**src/design/hub_cfg_pkg.sv**
```systemverilog
// Purpose: shared constants for the hub pin-swap and port-remap block
// Assumes: eight-bit config words, ports 1 and 2 of the remap table only
// Notes:   reset values are plain defaults, software reloads both words

package hub_cfg_pkg;

   // ***********************************************************
   // register map
   // ***********************************************************
   localparam logic [7:0] SWAP_MASK_OFS   = 8'hfa;
   localparam logic [7:0] REMAP12_OFS     = 8'hfb;
   localparam logic [7:0] SWAP_MASK_RST   = 8'h00;
   localparam logic [7:0] REMAP12_RST     = 8'h21;
   localparam logic [7:0] UNMAPPED_RDATA  = 8'h00;

   // ***********************************************************
   // field layout
   // ***********************************************************
   localparam int         NUM_PAD_PORTS   = 8;
   localparam int         UPSTREAM_BIT    = 0;
   localparam int         P1_FIELD_LO     = 0;
   localparam int         P2_FIELD_LO     = 4;
   localparam int         NIB_W           = 4;
   localparam int         LPORT_W         = 3;
   localparam logic [3:0] MAX_LPORT_CODE  = 4'h7;
   localparam logic [2:0] LPORT_NONE      = 3'h0;
   localparam logic [2:0] IDENT_P1        = 3'h1;
   localparam logic [2:0] IDENT_P2        = 3'h2;

   // ***********************************************************
   // attach lock
   // ***********************************************************
   typedef enum logic [1:0] {
      ST_OPEN   = 2'b00,
      ST_LOCKED = 2'b01
   } lock_state_t;

   // reserved codes fold to the disable code
   function automatic logic [2:0] nib_to_lport(input logic [3:0] code);
      logic [2:0] res;
      res = (code > MAX_LPORT_CODE) ? LPORT_NONE : code[2:0];
      return res;
   endfunction : nib_to_lport

endpackage : hub_cfg_pkg

```
**src/design/usb_hub_port_swap_remap_cfg.sv**
```systemverilog
// Purpose: DP/DM pin-role swap and physical-to-logical remap of ports 1-2
// Assumes: config port and attach request come from logic on MCLK
// Notes:   pad inputs are synchronised, every output is a flip-flop
//
// Operation
// RQ1: swap bit clear keeps D+ on DP pin and D- on DM pin.
// RQ2: swap bit set carries D+ on DM pin and D- on DP pin.
// RQ3: mask bit zero swaps the upstream port only.
// RQ4: mask bits one to seven swap their own downstream port independently.
// RQ5: remap fields act only while the remap enable bit is set.
// RQ6: hub reports a port count; host numbers run one up to it.
// RQ7: upper nibble gives port two logical number; zero disables it.
// RQ8: upper codes one to five map port two to logical one to five.
// RQ9: config source assigns logical numbers contiguously from one, no gaps.
// RQ10: lower nibble maps port one the same way, codes one to seven.
// RQ11: port two codes six, seven map there; codes eight up disable.
// RQ12: settings latch before attach and stay fixed while attached.

`timescale 1ns/1ns

module usb_hub_port_swap_remap_cfg (
   input  wire logic       MCLK,
   input  wire logic       RST_N,
   input  wire logic       CFG_WR,
   input  wire logic       CFG_RD,
   input  wire logic [7:0] CFG_ADDR,
   input  wire logic [7:0] CFG_WDATA,
   output logic      [7:0] CFG_RDATA,
   output logic            CFG_WR_REFUSED,
   input  wire logic       LOGICAL_REMAP_ENABLE,
   input  wire logic       ATTACH_REQ,
   output logic            ATTACH_LOCKED,
   input  wire logic [7:0] CORE_DPLUS_O,
   input  wire logic [7:0] CORE_DMINUS_O,
   input  wire logic [7:0] CORE_OE,
   output logic      [7:0] CORE_DPLUS_I,
   output logic      [7:0] CORE_DMINUS_I,
   input  wire logic [7:0] PAD_DP_I,
   input  wire logic [7:0] PAD_DM_I,
   output logic      [7:0] PAD_DP_O,
   output logic      [7:0] PAD_DM_O,
   output logic      [7:0] PAD_OE,
   output logic      [2:0] LOGICAL_P1,
   output logic      [2:0] LOGICAL_P2,
   output logic      [1:0] PORT_EN,
   output logic      [2:0] REPORTED_PORTS,
   input  wire logic [2:0] HOST_LPORT,
   output logic            LPORT_VALID,
   output logic      [1:0] LPORT_PHYS
);

   // ***********************************************************
   // configuration words and attach lock
   // ***********************************************************
   hub_cfg_pkg::lock_state_t lock_r;
   hub_cfg_pkg::lock_state_t lock_nxt;
   logic [7:0]               pin_role_swap_mask_r;
   logic [7:0]               remap_field_ports_one_two_r;
   logic [7:0]               swap_act_r;
   logic [7:0]               remap_act_r;
   logic                     logical_remap_enable_r;
   logic                     wr_open;

   always_comb begin
      case (lock_r)
         hub_cfg_pkg::ST_OPEN:
            lock_nxt = ATTACH_REQ ? hub_cfg_pkg::ST_LOCKED
                                  : hub_cfg_pkg::ST_OPEN;
         hub_cfg_pkg::ST_LOCKED:
            lock_nxt = ATTACH_REQ ? hub_cfg_pkg::ST_LOCKED
                                  : hub_cfg_pkg::ST_OPEN;
         default:
            lock_nxt = hub_cfg_pkg::ST_OPEN;
      endcase
   end

   always_ff @(posedge MCLK or negedge RST_N) begin
      if (!RST_N) begin
         lock_r        <= hub_cfg_pkg::ST_OPEN;
         ATTACH_LOCKED <= 1'b0;
      end else begin
         lock_r        <= lock_nxt;
         ATTACH_LOCKED <= (lock_nxt == hub_cfg_pkg::ST_LOCKED);
      end
   end

   // writes while attached would move pins under live traffic
   assign wr_open = CFG_WR && (lock_r == hub_cfg_pkg::ST_OPEN);

   always_ff @(posedge MCLK or negedge RST_N) begin
      if (!RST_N) begin
         pin_role_swap_mask_r        <= hub_cfg_pkg::SWAP_MASK_RST;
         remap_field_ports_one_two_r <= hub_cfg_pkg::REMAP12_RST;
         CFG_WR_REFUSED              <= 1'b0;
      end else begin
         if (wr_open && CFG_ADDR == hub_cfg_pkg::SWAP_MASK_OFS) begin
            pin_role_swap_mask_r <= CFG_WDATA;
         end
         if (wr_open && CFG_ADDR == hub_cfg_pkg::REMAP12_OFS) begin
            remap_field_ports_one_two_r <= CFG_WDATA;
         end
         CFG_WR_REFUSED <= CFG_WR && !wr_open; // [RQ12]
      end
   end

   // active copies follow the words only while detached
   always_ff @(posedge MCLK or negedge RST_N) begin
      if (!RST_N) begin
         swap_act_r             <= hub_cfg_pkg::SWAP_MASK_RST;
         remap_act_r            <= hub_cfg_pkg::REMAP12_RST;
         logical_remap_enable_r <= 1'b0;
      end else if (lock_r == hub_cfg_pkg::ST_OPEN) begin // [RQ12]
         swap_act_r             <= pin_role_swap_mask_r;
         remap_act_r            <= remap_field_ports_one_two_r;
         logical_remap_enable_r <= LOGICAL_REMAP_ENABLE;
      end
   end

   always_ff @(posedge MCLK or negedge RST_N) begin
      if (!RST_N) begin
         CFG_RDATA <= hub_cfg_pkg::UNMAPPED_RDATA;
      end else if (CFG_RD) begin
         case (CFG_ADDR)
            hub_cfg_pkg::SWAP_MASK_OFS: CFG_RDATA <= pin_role_swap_mask_r;
            hub_cfg_pkg::REMAP12_OFS:
               CFG_RDATA <= remap_field_ports_one_two_r;
            default: CFG_RDATA <= hub_cfg_pkg::UNMAPPED_RDATA;
         endcase
      end
   end

   // ***********************************************************
   // pin-role swap
   // ***********************************************************
   logic [7:0] dp_m1_r;
   logic [7:0] dp_s_r;
   logic [7:0] dm_m1_r;
   logic [7:0] dm_s_r;
   logic [7:0] dp_o_nxt;
   logic [7:0] dm_o_nxt;
   logic [7:0] dplus_i_nxt;
   logic [7:0] dminus_i_nxt;

   always_ff @(posedge MCLK or negedge RST_N) begin
      if (!RST_N) begin
         dp_m1_r <= 8'h00;
         dp_s_r  <= 8'h00;
         dm_m1_r <= 8'h00;
         dm_s_r  <= 8'h00;
      end else begin
         dp_m1_r <= PAD_DP_I;
         dp_s_r  <= dp_m1_r;
         dm_m1_r <= PAD_DM_I;
         dm_s_r  <= dm_m1_r;
      end
   end

   // bit 0 is upstream, bits 1..7 each follow their own port
   genvar gi;
   generate
      for (gi = 0; gi < hub_cfg_pkg::NUM_PAD_PORTS; gi++) begin : g_swap
         always_comb begin
            if (swap_act_r[gi]) begin // [RQ2] [RQ3] [RQ4]
               dp_o_nxt[gi]     = CORE_DMINUS_O[gi];
               dm_o_nxt[gi]     = CORE_DPLUS_O[gi];
               dplus_i_nxt[gi]  = dm_s_r[gi];
               dminus_i_nxt[gi] = dp_s_r[gi];
            end else begin // [RQ1]
               dp_o_nxt[gi]     = CORE_DPLUS_O[gi];
               dm_o_nxt[gi]     = CORE_DMINUS_O[gi];
               dplus_i_nxt[gi]  = dp_s_r[gi];
               dminus_i_nxt[gi] = dm_s_r[gi];
            end
         end
      end
   endgenerate

   always_ff @(posedge MCLK or negedge RST_N) begin
      if (!RST_N) begin
         PAD_DP_O      <= 8'h00;
         PAD_DM_O      <= 8'h00;
         PAD_OE        <= 8'h00;
         CORE_DPLUS_I  <= 8'h00;
         CORE_DMINUS_I <= 8'h00;
      end else begin
         PAD_DP_O      <= dp_o_nxt;
         PAD_DM_O      <= dm_o_nxt;
         PAD_OE        <= CORE_OE;
         CORE_DPLUS_I  <= dplus_i_nxt;
         CORE_DMINUS_I <= dminus_i_nxt;
      end
   end

   // ***********************************************************
   // port remap and host numbering
   // ***********************************************************
   logic [2:0] lp1;
   logic [2:0] lp2;
   logic       en1;
   logic       en2;
   logic [2:0] count_nxt;

   port_map_decode u_map_p1 (
      .code     (remap_act_r[hub_cfg_pkg::P1_FIELD_LO +: 4]), // [RQ10]
      .remap_en (logical_remap_enable_r),
      .identity (hub_cfg_pkg::IDENT_P1),
      .lport    (lp1),
      .enabled  (en1)
   );

   port_map_decode u_map_p2 (
      .code     (remap_act_r[hub_cfg_pkg::P2_FIELD_LO +: 4]), // [RQ7] [RQ8]
      .remap_en (logical_remap_enable_r),
      .identity (hub_cfg_pkg::IDENT_P2),
      .lport    (lp2),
      .enabled  (en2)
   );

   // count is only a valid top number if numbering has no gaps [RQ9]
   assign count_nxt = {2'b00, en1} + {2'b00, en2};

   always_ff @(posedge MCLK or negedge RST_N) begin
      if (!RST_N) begin
         LOGICAL_P1     <= hub_cfg_pkg::LPORT_NONE;
         LOGICAL_P2     <= hub_cfg_pkg::LPORT_NONE;
         PORT_EN        <= 2'h0;
         REPORTED_PORTS <= 3'h0;
         LPORT_VALID    <= 1'b0;
         LPORT_PHYS     <= 2'h0;
      end else begin
         LOGICAL_P1     <= lp1;
         LOGICAL_P2     <= lp2;
         PORT_EN        <= {en2, en1};
         REPORTED_PORTS <= count_nxt; // [RQ6]
         LPORT_VALID    <= (HOST_LPORT != hub_cfg_pkg::LPORT_NONE) &&
                           (HOST_LPORT <= count_nxt); // [RQ6]
         LPORT_PHYS     <= {en2 && (lp2 == HOST_LPORT),
                            en1 && (lp1 == HOST_LPORT)};
      end
   end

   // ***********************************************************
   // assertions
   // ***********************************************************
   property p_straight;
      @(posedge MCLK) disable iff (!RST_N)
      1'b1 |=> ((PAD_DP_O ^ $past(CORE_DPLUS_O)) & ~$past(swap_act_r))
               == 8'h00;
   endproperty
   a_straight: assert property (p_straight) // [RQ1]
      else $error("unswapped DP pin does not carry D+");

   property p_crossed;
      @(posedge MCLK) disable iff (!RST_N)
      1'b1 |=> ((PAD_DM_O ^ $past(CORE_DPLUS_O)) & $past(swap_act_r))
               == 8'h00;
   endproperty
   a_crossed: assert property (p_crossed) // [RQ2]
      else $error("swapped DM pin does not carry D+");

   property p_upstream;
      @(posedge MCLK) disable iff (!RST_N)
      swap_act_r[0] |=> PAD_DP_O[0] == $past(CORE_DMINUS_O[0]);
   endproperty
   a_upstream: assert property (p_upstream) // [RQ3]
      else $error("upstream swap not applied");

   property p_rx_indep;
      @(posedge MCLK) disable iff (!RST_N)
      1'b1 |=> ((CORE_DPLUS_I ^ $past(dm_s_r)) & $past(swap_act_r)) == 8'h00
               && ((CORE_DPLUS_I ^ $past(dp_s_r)) & ~$past(swap_act_r))
               == 8'h00;
   endproperty
   a_rx_indep: assert property (p_rx_indep) // [RQ4]
      else $error("receive path does not follow its own swap bit");

   property p_no_remap;
      @(posedge MCLK) disable iff (!RST_N)
      !logical_remap_enable_r |=> LOGICAL_P1 == 3'h1 && LOGICAL_P2 == 3'h2;
   endproperty
   a_no_remap: assert property (p_no_remap) // [RQ5]
      else $error("remap fields acted while remap disabled");

   property p_host_range;
      @(posedge MCLK) disable iff (!RST_N)
      (HOST_LPORT == 3'h0 || HOST_LPORT > count_nxt) |=> !LPORT_VALID;
   endproperty
   a_host_range: assert property (p_host_range) // [RQ6]
      else $error("host port number outside reported range accepted");

   property p_p2_off;
      @(posedge MCLK) disable iff (!RST_N)
      (logical_remap_enable_r && remap_act_r[7:4] == 4'h0)
         |=> !PORT_EN[1] && LOGICAL_P2 == 3'h0;
   endproperty
   a_p2_off: assert property (p_p2_off) // [RQ7]
      else $error("port two not disabled by code zero");

   property p_p2_map;
      @(posedge MCLK) disable iff (!RST_N)
      (logical_remap_enable_r && remap_act_r[7:4] inside {[4'h1:4'h5]})
         |=> LOGICAL_P2 == $past(remap_act_r[6:4]) && PORT_EN[1];
   endproperty
   a_p2_map: assert property (p_p2_map) // [RQ8]
      else $error("port two logical number mismatch");

   property p_p1_map;
      @(posedge MCLK) disable iff (!RST_N)
      (logical_remap_enable_r && remap_act_r[3:0] inside {[4'h1:4'h7]})
         |=> LOGICAL_P1 == $past(remap_act_r[2:0]) && PORT_EN[0];
   endproperty
   a_p1_map: assert property (p_p1_map) // [RQ10]
      else $error("port one logical number mismatch");

   property p_reserved;
      @(posedge MCLK) disable iff (!RST_N)
      (logical_remap_enable_r && remap_act_r[7])
         |=> LOGICAL_P2 == 3'h0 && !PORT_EN[1];
   endproperty
   a_reserved: assert property (p_reserved) // [RQ11]
      else $error("reserved port two code not treated as disable");

   property p_frozen;
      @(posedge MCLK) disable iff (!RST_N)
      lock_r == hub_cfg_pkg::ST_LOCKED
         |=> $stable(swap_act_r) && $stable(remap_act_r)
             && $stable(logical_remap_enable_r);
   endproperty
   a_frozen: assert property (p_frozen) // [RQ12]
      else $error("active settings changed while attached");

   c_up_swap: cover property (@(posedge MCLK) disable iff (!RST_N)
      swap_act_r[0] && CORE_OE[0]);
   c_remap: cover property (@(posedge MCLK) disable iff (!RST_N)
      logical_remap_enable_r && LOGICAL_P2 == 3'h1 && LOGICAL_P1 == 3'h2);
   c_refused: cover property (@(posedge MCLK) disable iff (!RST_N)
      CFG_WR_REFUSED);

endmodule : usb_hub_port_swap_remap_cfg

```
**src/design/port_map_decode.sv**
```systemverilog
// Purpose: decode one remap nibble into a logical port number
// Assumes: identity number is used whenever remapping is off
// Notes:   combinational, the caller registers the result

`timescale 1ns/1ns

module port_map_decode (
   input  wire logic [3:0] code,
   input  wire logic       remap_en,
   input  wire logic [2:0] identity,
   output logic      [2:0] lport,
   output logic            enabled
);

   always_comb begin
      lport   = remap_en ? hub_cfg_pkg::nib_to_lport(code) // [RQ5] [RQ11]
                         : identity;
      enabled = (lport != hub_cfg_pkg::LPORT_NONE);
   end

endmodule : port_map_decode

```
**config.mk**
```make
export PLATFORM = sky130hd
export DESIGN_NAME = usb_hub_port_swap_remap_cfg
export DESIGN_NICKNAME = d
export VERILOG_FILES = /design/src/design/hub_cfg_pkg.sv /design/src/design/usb_hub_port_swap_remap_cfg.sv /design/src/design/port_map_decode.sv
export SDC_FILE = /design/constraint.sdc
export NUM_CORES = 1
export LEC_CHECK = 0
export ABC_AREA = 1
export BUFFER_PORTS_ARGS = -buffer_cell sky130_fd_sc_hd__buf_2
export CAP_MARGIN = 0
export CORE_MARGIN = 1
export CORE_UTILIZATION = 52
export DETAILED_ROUTE_END_ITERATION = 7
export PLACE_DENSITY = 0.83
export SLEW_MARGIN = 20
export SYNTH_ARGS = -nofsm -noshare
export SYNTH_HDL_FRONTEND = slang
export SYNTH_HIERARCHICAL = 1
export SYNTH_SLANG_ARGS = --single-unit
```
**constraint.sdc**
```tcl
create_clock -name MCLK -period 2.05 [get_ports MCLK]
set_input_delay 0.41 -clock MCLK [delete_from_list [all_inputs] [get_ports MCLK]]
set_output_delay 0.41 -clock MCLK [all_outputs]
set_load 0.01 [all_outputs]
```
---- After elaboration in Yosys (flattened, before gate mapping) ----
Cells that the tools add are included.
storage, ports and cells
  input port bits ......................... 65
  register bits ........................... 130
cells by class
  add/subtract/negate cells ............... 1
  eq/ne operators ......................... 6
  muxes and demuxes ....................... 39
  reduce and logical (&&, ||, !) cells .... 13
  order comparisons ....................... 3
operators with widths
  kind                                                                             number
  1-bit two-way mux                                                                34
  8-bit == test, second input constant                                             2
  8-bit one-hot mux with 2 select lines                                            1
  3-bit two-way mux                                                                4
  3-bit nonzero test                                                               3
  4-bit by 3-bit greater-than comparator with 1-bit output, second input constant  2
  1-bit logical AND                                                                7
  3-bit == test                                                                    2
  2-bit by 1-bit == test with 1-bit output, second input constant                  2
  3-bit by 2-bit less-or-equal comparator with 1-bit output                        1
  1-bit by 1-bit adder with 2-bit output                                           1
  2-bit logical NOT                                                                1
  2-bit OR reduction                                                               1
  1-bit logical NOT                                                                1

---- Longest topological paths before layout ----
  depth in word-level cells ............... 7
  mapped depth ............................ 11
  gate-level depth less buffers ........... 11

---- By module ----
Netlist, hierarchy kept.
modules (own cells, without submodules)
  module                       times used  cells each  sequential area each (um^2)  area an instance (um^2)
  usb_hub_port_swap_remap_cfg  1           381         3208.1                       4568.1
  port_map_decode              2           14          0.0                          67.6

---- Least setup slack after synthesis ----
No wires, ideal clock.
  kind .................................... register -> register
  start point ............................. register logical_remap_enable_r
  end point ............................... register LPORT_VALID
  data required time ...................... 1.956 ns
  slack ................................... 0.330 ns
  arrival time ............................ 1.626 ns
  cell stages (with the launch flop) ...... 10
  cell sequence ........................... dfrtp_1 inv_1 nand2_2 nand2_2 nor2_2 nand2_1 ha_1 ha_1 nand2_1 a211oi_1
on the way
  longest elaborated chain between the ends .. 5
ends and longest elaborated chain
  element                                                    line                                RTL
  start, declared                                            usb_hub_port_swap_remap_cfg.sv:61   logic logical_remap_enable_r;
  start signal, assigned                                     usb_hub_port_swap_remap_cfg.sv:111  logical_remap_enable_r <= 1'b0;
  start signal, assigned                                     usb_hub_port_swap_remap_cfg.sv:115  logical_remap_enable_r <= LOGICAL_REMAP_ENABLE;
  3-bit two-way mux                                          port_map_decode.sv:16               lport = remap_en ? hub_cfg_pkg::nib_to_lport(code)
  via lp2[1]                                                 usb_hub_port_swap_remap_cfg.sv:198  logic [2:0] lp2;
  3-bit nonzero test                                         port_map_decode.sv:18               enabled = (lport != hub_cfg_pkg::LPORT_NONE);
  via en2                                                    usb_hub_port_swap_remap_cfg.sv:200  logic en2;
  1-bit by 1-bit adder with 2-bit output                     usb_hub_port_swap_remap_cfg.sv:220  assign count_nxt = {2'b00, en1} + {2'b00, en2};
  via count_nxt[0]                                           usb_hub_port_swap_remap_cfg.sv:201  logic [2:0] count_nxt;
  3-bit by 2-bit less-or-equal comparator with 1-bit output  usb_hub_port_swap_remap_cfg.sv:236  (HOST_LPORT <= count_nxt);
  1-bit logical AND                                          usb_hub_port_swap_remap_cfg.sv:235  LPORT_VALID <= (HOST_LPORT != hub_cfg_pkg::LPORT_NONE) &&
  end signal, assigned                                       usb_hub_port_swap_remap_cfg.sv:235
  end, declared                                              usb_hub_port_swap_remap_cfg.sv:48   output logic LPORT_VALID,
The timed path passes the listed nets, and every way through them passes these cells.
A chain may end at the register's enable or synchronous reset.

---- Final worst setup path ----
Ends and elaborated chain as after synthesis.

==> summary.md <==
| Metric | Value |
|---|---|
| Worst max-slew margin expressed relative to the limit | about three fifths |
| Max capacitance violation total | 0 |
| HP Class | primary input to register |
| Origin of the worst setup path | logical_remap_enable_r$_DFFE_PN0N_ |
| Avg Inst Size Synth | 11.5 sq um |
| Worst setup SP type | register |
| Minimum period implied by the final worst setup slack | 1.95 ns |
| DRC violation count after routing | 0 |
| Antenna Nets Post-Route | 0 |
| Switching power summed over all nets | 1.40 mW |
| RePlAce Congestion | ~0.8 |
| Highest fanout seen on the critical path | 7 |
| Leakage power | ~3.3 nW |
| Final routed wire length divided by cell count | approximately 14 um |
| Die area | approximately 0.0094 sq mm |
| RR Startpoint | logical_remap_enable_r$_DFFE_PN0N_ |
| Clock buffer count from CTS | 17 |
| Antenna violations before repair | 0 |
| Number of nets in the final layout | about 640 |
| Worst skew pair latency | around 0.5 ns |
| Peak VDD IR | 0.648 mV |
| Type of the worst setup path | register to register |
| Max Slew Vio Count | 0 |
| Kind of end point of the critical path | register |
| Library cell with the largest summed area after synthesis | dfrtp_1 |
| Pin count of the biggest net entering global routing | 50 |
| Worst-Margin Slew | roughly 0.63 ns |
| Setup TNS Final | 0 ns |
| Total power | about 6.1 mW |
| Final HPWL DP | 6460 um |
| Number of distinct library cells after synthesis | 31 |
| CTS clk-pin slew, worst paths | about 0.060 ns |
| Layout cells sized above 1 | between 30% and 40% |
| Aggregate global routing overflow | 0 |
| Cell area power density | around 960 mW/mm^2 |
| Critical Path AT | approximately 2.4 ns |
| Area growth syn-to-layout | 34.5% |
| Simple-gate share of the synthesized area | approximately 15% |
| Port bufs | approximately 130 |
| Yosys warning total | 6 |
| Area occupied by registers | 0.00321 sq mm |
| Boundary Pins | approximately 130 |
| Die X | 97.1 um |
| Fillcell total | slightly below 600 |
| Fraction of power spent switching nets | between 20 and 25% |
| Overall routing resource usage | between 20% and 30% |
| Post-route clock period utilization | a little over nine tenths |
| CTS H-Tree Depth | 4 |
| Unrepaired setup endpoints after global routing | false |
| Synth Register Bits | between 100 and 150 |
| Synth top area share | between 60% and 70% |
| TritonCTS clock tree | built |
| Share of total power in the clock network | around 47% |
| Clock Skew | between 0.005 and 0.006 ns |
| Via count normalized by instance count | just under 5 |
| Final Hold Fails | 0 |
| Combinational group share of total power | around 8.0% |
| Area used by multi-input combinational logic | around 0.0013 sq mm |
| Starting density of the core | a little over half |
| Diodes inserted | 0 |
| Min-Delay Startpoint | CORE_DMINUS_O[2] |
| Synthesized instance count | ~410 |
| Final Setup Violations | 0 |
| CTS Root Cell | clkbuf_8 |
| Sequential power share | ~45% |
| First-pass GRT wire length | roughly 16,000 um |
| Most common cell after layout, fill and taps aside | buf_2 |
| Internal Pwr Total | about 4.7 mW |
| Number of vias after detailed routing | around 3,400 |
| Synth Area in XOR/XNOR | less than 1% |
| Number of global-route vias before repair | approximately 3,500 |
| Outcome | finished, final reports clean |
| Count of standard-cell rows | 34 |
| Cell area after synthesis | around 0.0047 sq mm |
| Initial DRT Pass Iterations | 5 |
| Adder and majority cell fraction of the synthesized area | 0.798% |
| Multiplexer area fraction after synthesis | 4.07% |
| Part of the Yosys area used for sequential elements | 68.2% |
| Initial DRC Count | between 100 and 150 |
| Die height | 97.1 um |
| Clock sink total | between 100 and 150 |
| Highest clock rate | approximately 510 MHz |
| Most used cells in the layout excluding fill and tap cells | buf_2 (127), dfrtp_1 (123), nand2_1 (86) |
| Total core area | a little under 0.009 sq mm |
| Worst endpoint required time | about 2.5 ns |
| Synth Area in Compound Gates | under 10% |
| Routed Wire Length | 9450 um |
| Main combinational cell family by area after synthesis | simple AND/OR/NAND/NOR gates |
| Buffer depth of the longest clock path | 2 |
| Core Util, Final | 72.5% |
| Largest cells by area after synthesis | dfrtp_1 (66%), nand2_1 (6.9%), mux2_2 (4.1%) |
worst paths after layout:
kind | to | slack, ns | depth (start not counted)
worst max-delay path | LPORT_VALID$_DFF_PN0_ | 0.10 | 9
worst min register to register | dm_s_r[4]$_DFF_PN0_ | 0.34 | 0
max in group asynchronous | dp_m1_r[1]$_DFF_PN0_ | 1.04 | 3
min in group asynchronous | PAD_DM_O[4]$_DFF_PN0_ | 0.41 | 2
worst min-delay path | PAD_DP_O[2]$_DFF_PN0_ | 0.14 | 3
worst max register to register | LPORT_VALID$_DFF_PN0_ | 0.10 | 9
final cells by class:
class                   instances  area share (%)
flip-flops and latches        128            50.7
multi-input cells             230            20.3
repair buffers                158            15.2
clock buffers                  20            7.04
inverters                      41            2.43
well taps                     108            2.14
clock inverters                12            2.12
timing repair:
| item | in CTS | in global routing |
|---|---|---|
| hold buffers | 24 | 2 |
| hold endpoints to repair | 65 | 2 |
| setup endpoints to repair | 0 | 1 |
| resized for setup | 0 | 5 |
| buffers inserted | 0 | 1 |
worst max-delay path, cell delays in order (launching register included):
cell and delay (ns):
dfrtp_2 0.44, buf_2 0.18, nand3_1 0.12, nand2_2 0.09, nor2_2 0.08, nand2_1 0.10
ha_1 0.31, ha_1 0.27, nand2_1 0.06, a211oi_2 0.21
kinds of logic (layout without fill, tap and decap cells):
logic type	after synthesis	in the layout
compound gates	46	46
xor+xnor	2	2
fa+ha+maj	3	3
buf+inv	56	231
flops	128	128
mux	17	17
other cells	2	7
simple gates	155	155
Yosys cell counts:
master,n
xnor2_1,2
ha_1,3
nor3_1,2
a21oi_1,16
nand3_1,30
o21bai_1,1
nand2_4,1
inv_2,1
mux2_2,17
nor2_8,2
a211oi_1,1
and2_4,1
nand2_2,11
buf_8,1
o21ai_2,8
nor2_4,2
inv_1,40
o21ai_0,16
conb_1,2
o21ai_1,2
nor2_2,2
clkbuf_1,9
o22ai_1,2
dfrtp_1,124
buf_2,1
nand2_1,86
buf_4,2
buf_6,2
nand3_4,1
dfstp_2,4
nor2_1,17
power groups by stage:
stage / Sequential [mW] / Clock [mW] / Combinational, mW
after detailed placement: 2.76 / 0 / 0.437
final: 2.71 / 2.87 / 0.483
after CTS: 2.71 / 2.92 / 0.474
after floorplan: 2.77 / 0 / 0.179
after global routing: 2.73 / 3.05 / 0.538
after global placement: 2.75 / 0 / 0.412
stage by stage:
| stage | instance area, sq um | setup WS (ns) | hold slack [ns] | std cells |
|---|---|---|---|---|
| final | 6320 | 0.102 | 0.138 | 697 |
| after global placement | 5460 | 0.229 | 0.333 | 638 |
| after global routing | 6320 | 0.00799 | 0.110 | 697 |
| after detailed placement | 5460 | 0.0244 | 0.335 | 638 |
| after floorplan | 4720 | 0.330 | 0.114 | 414 |
| after CTS | 6280 | 0.0402 | 0.00388 | 694 |
per-layer routing:
layer / up-vias / GRT usage (%) / share of wire (%)
li1: 1631 / - / -
met1: 1644 / 26.4 / 40
met2: 110 / 37.1 / 53
met3: 14 / 6.69 / 5.3
met4: 0 / 8.61 / 1.5
met5: - / 0 / 0
Note: power is estimated with default switching activity, not from simulation.
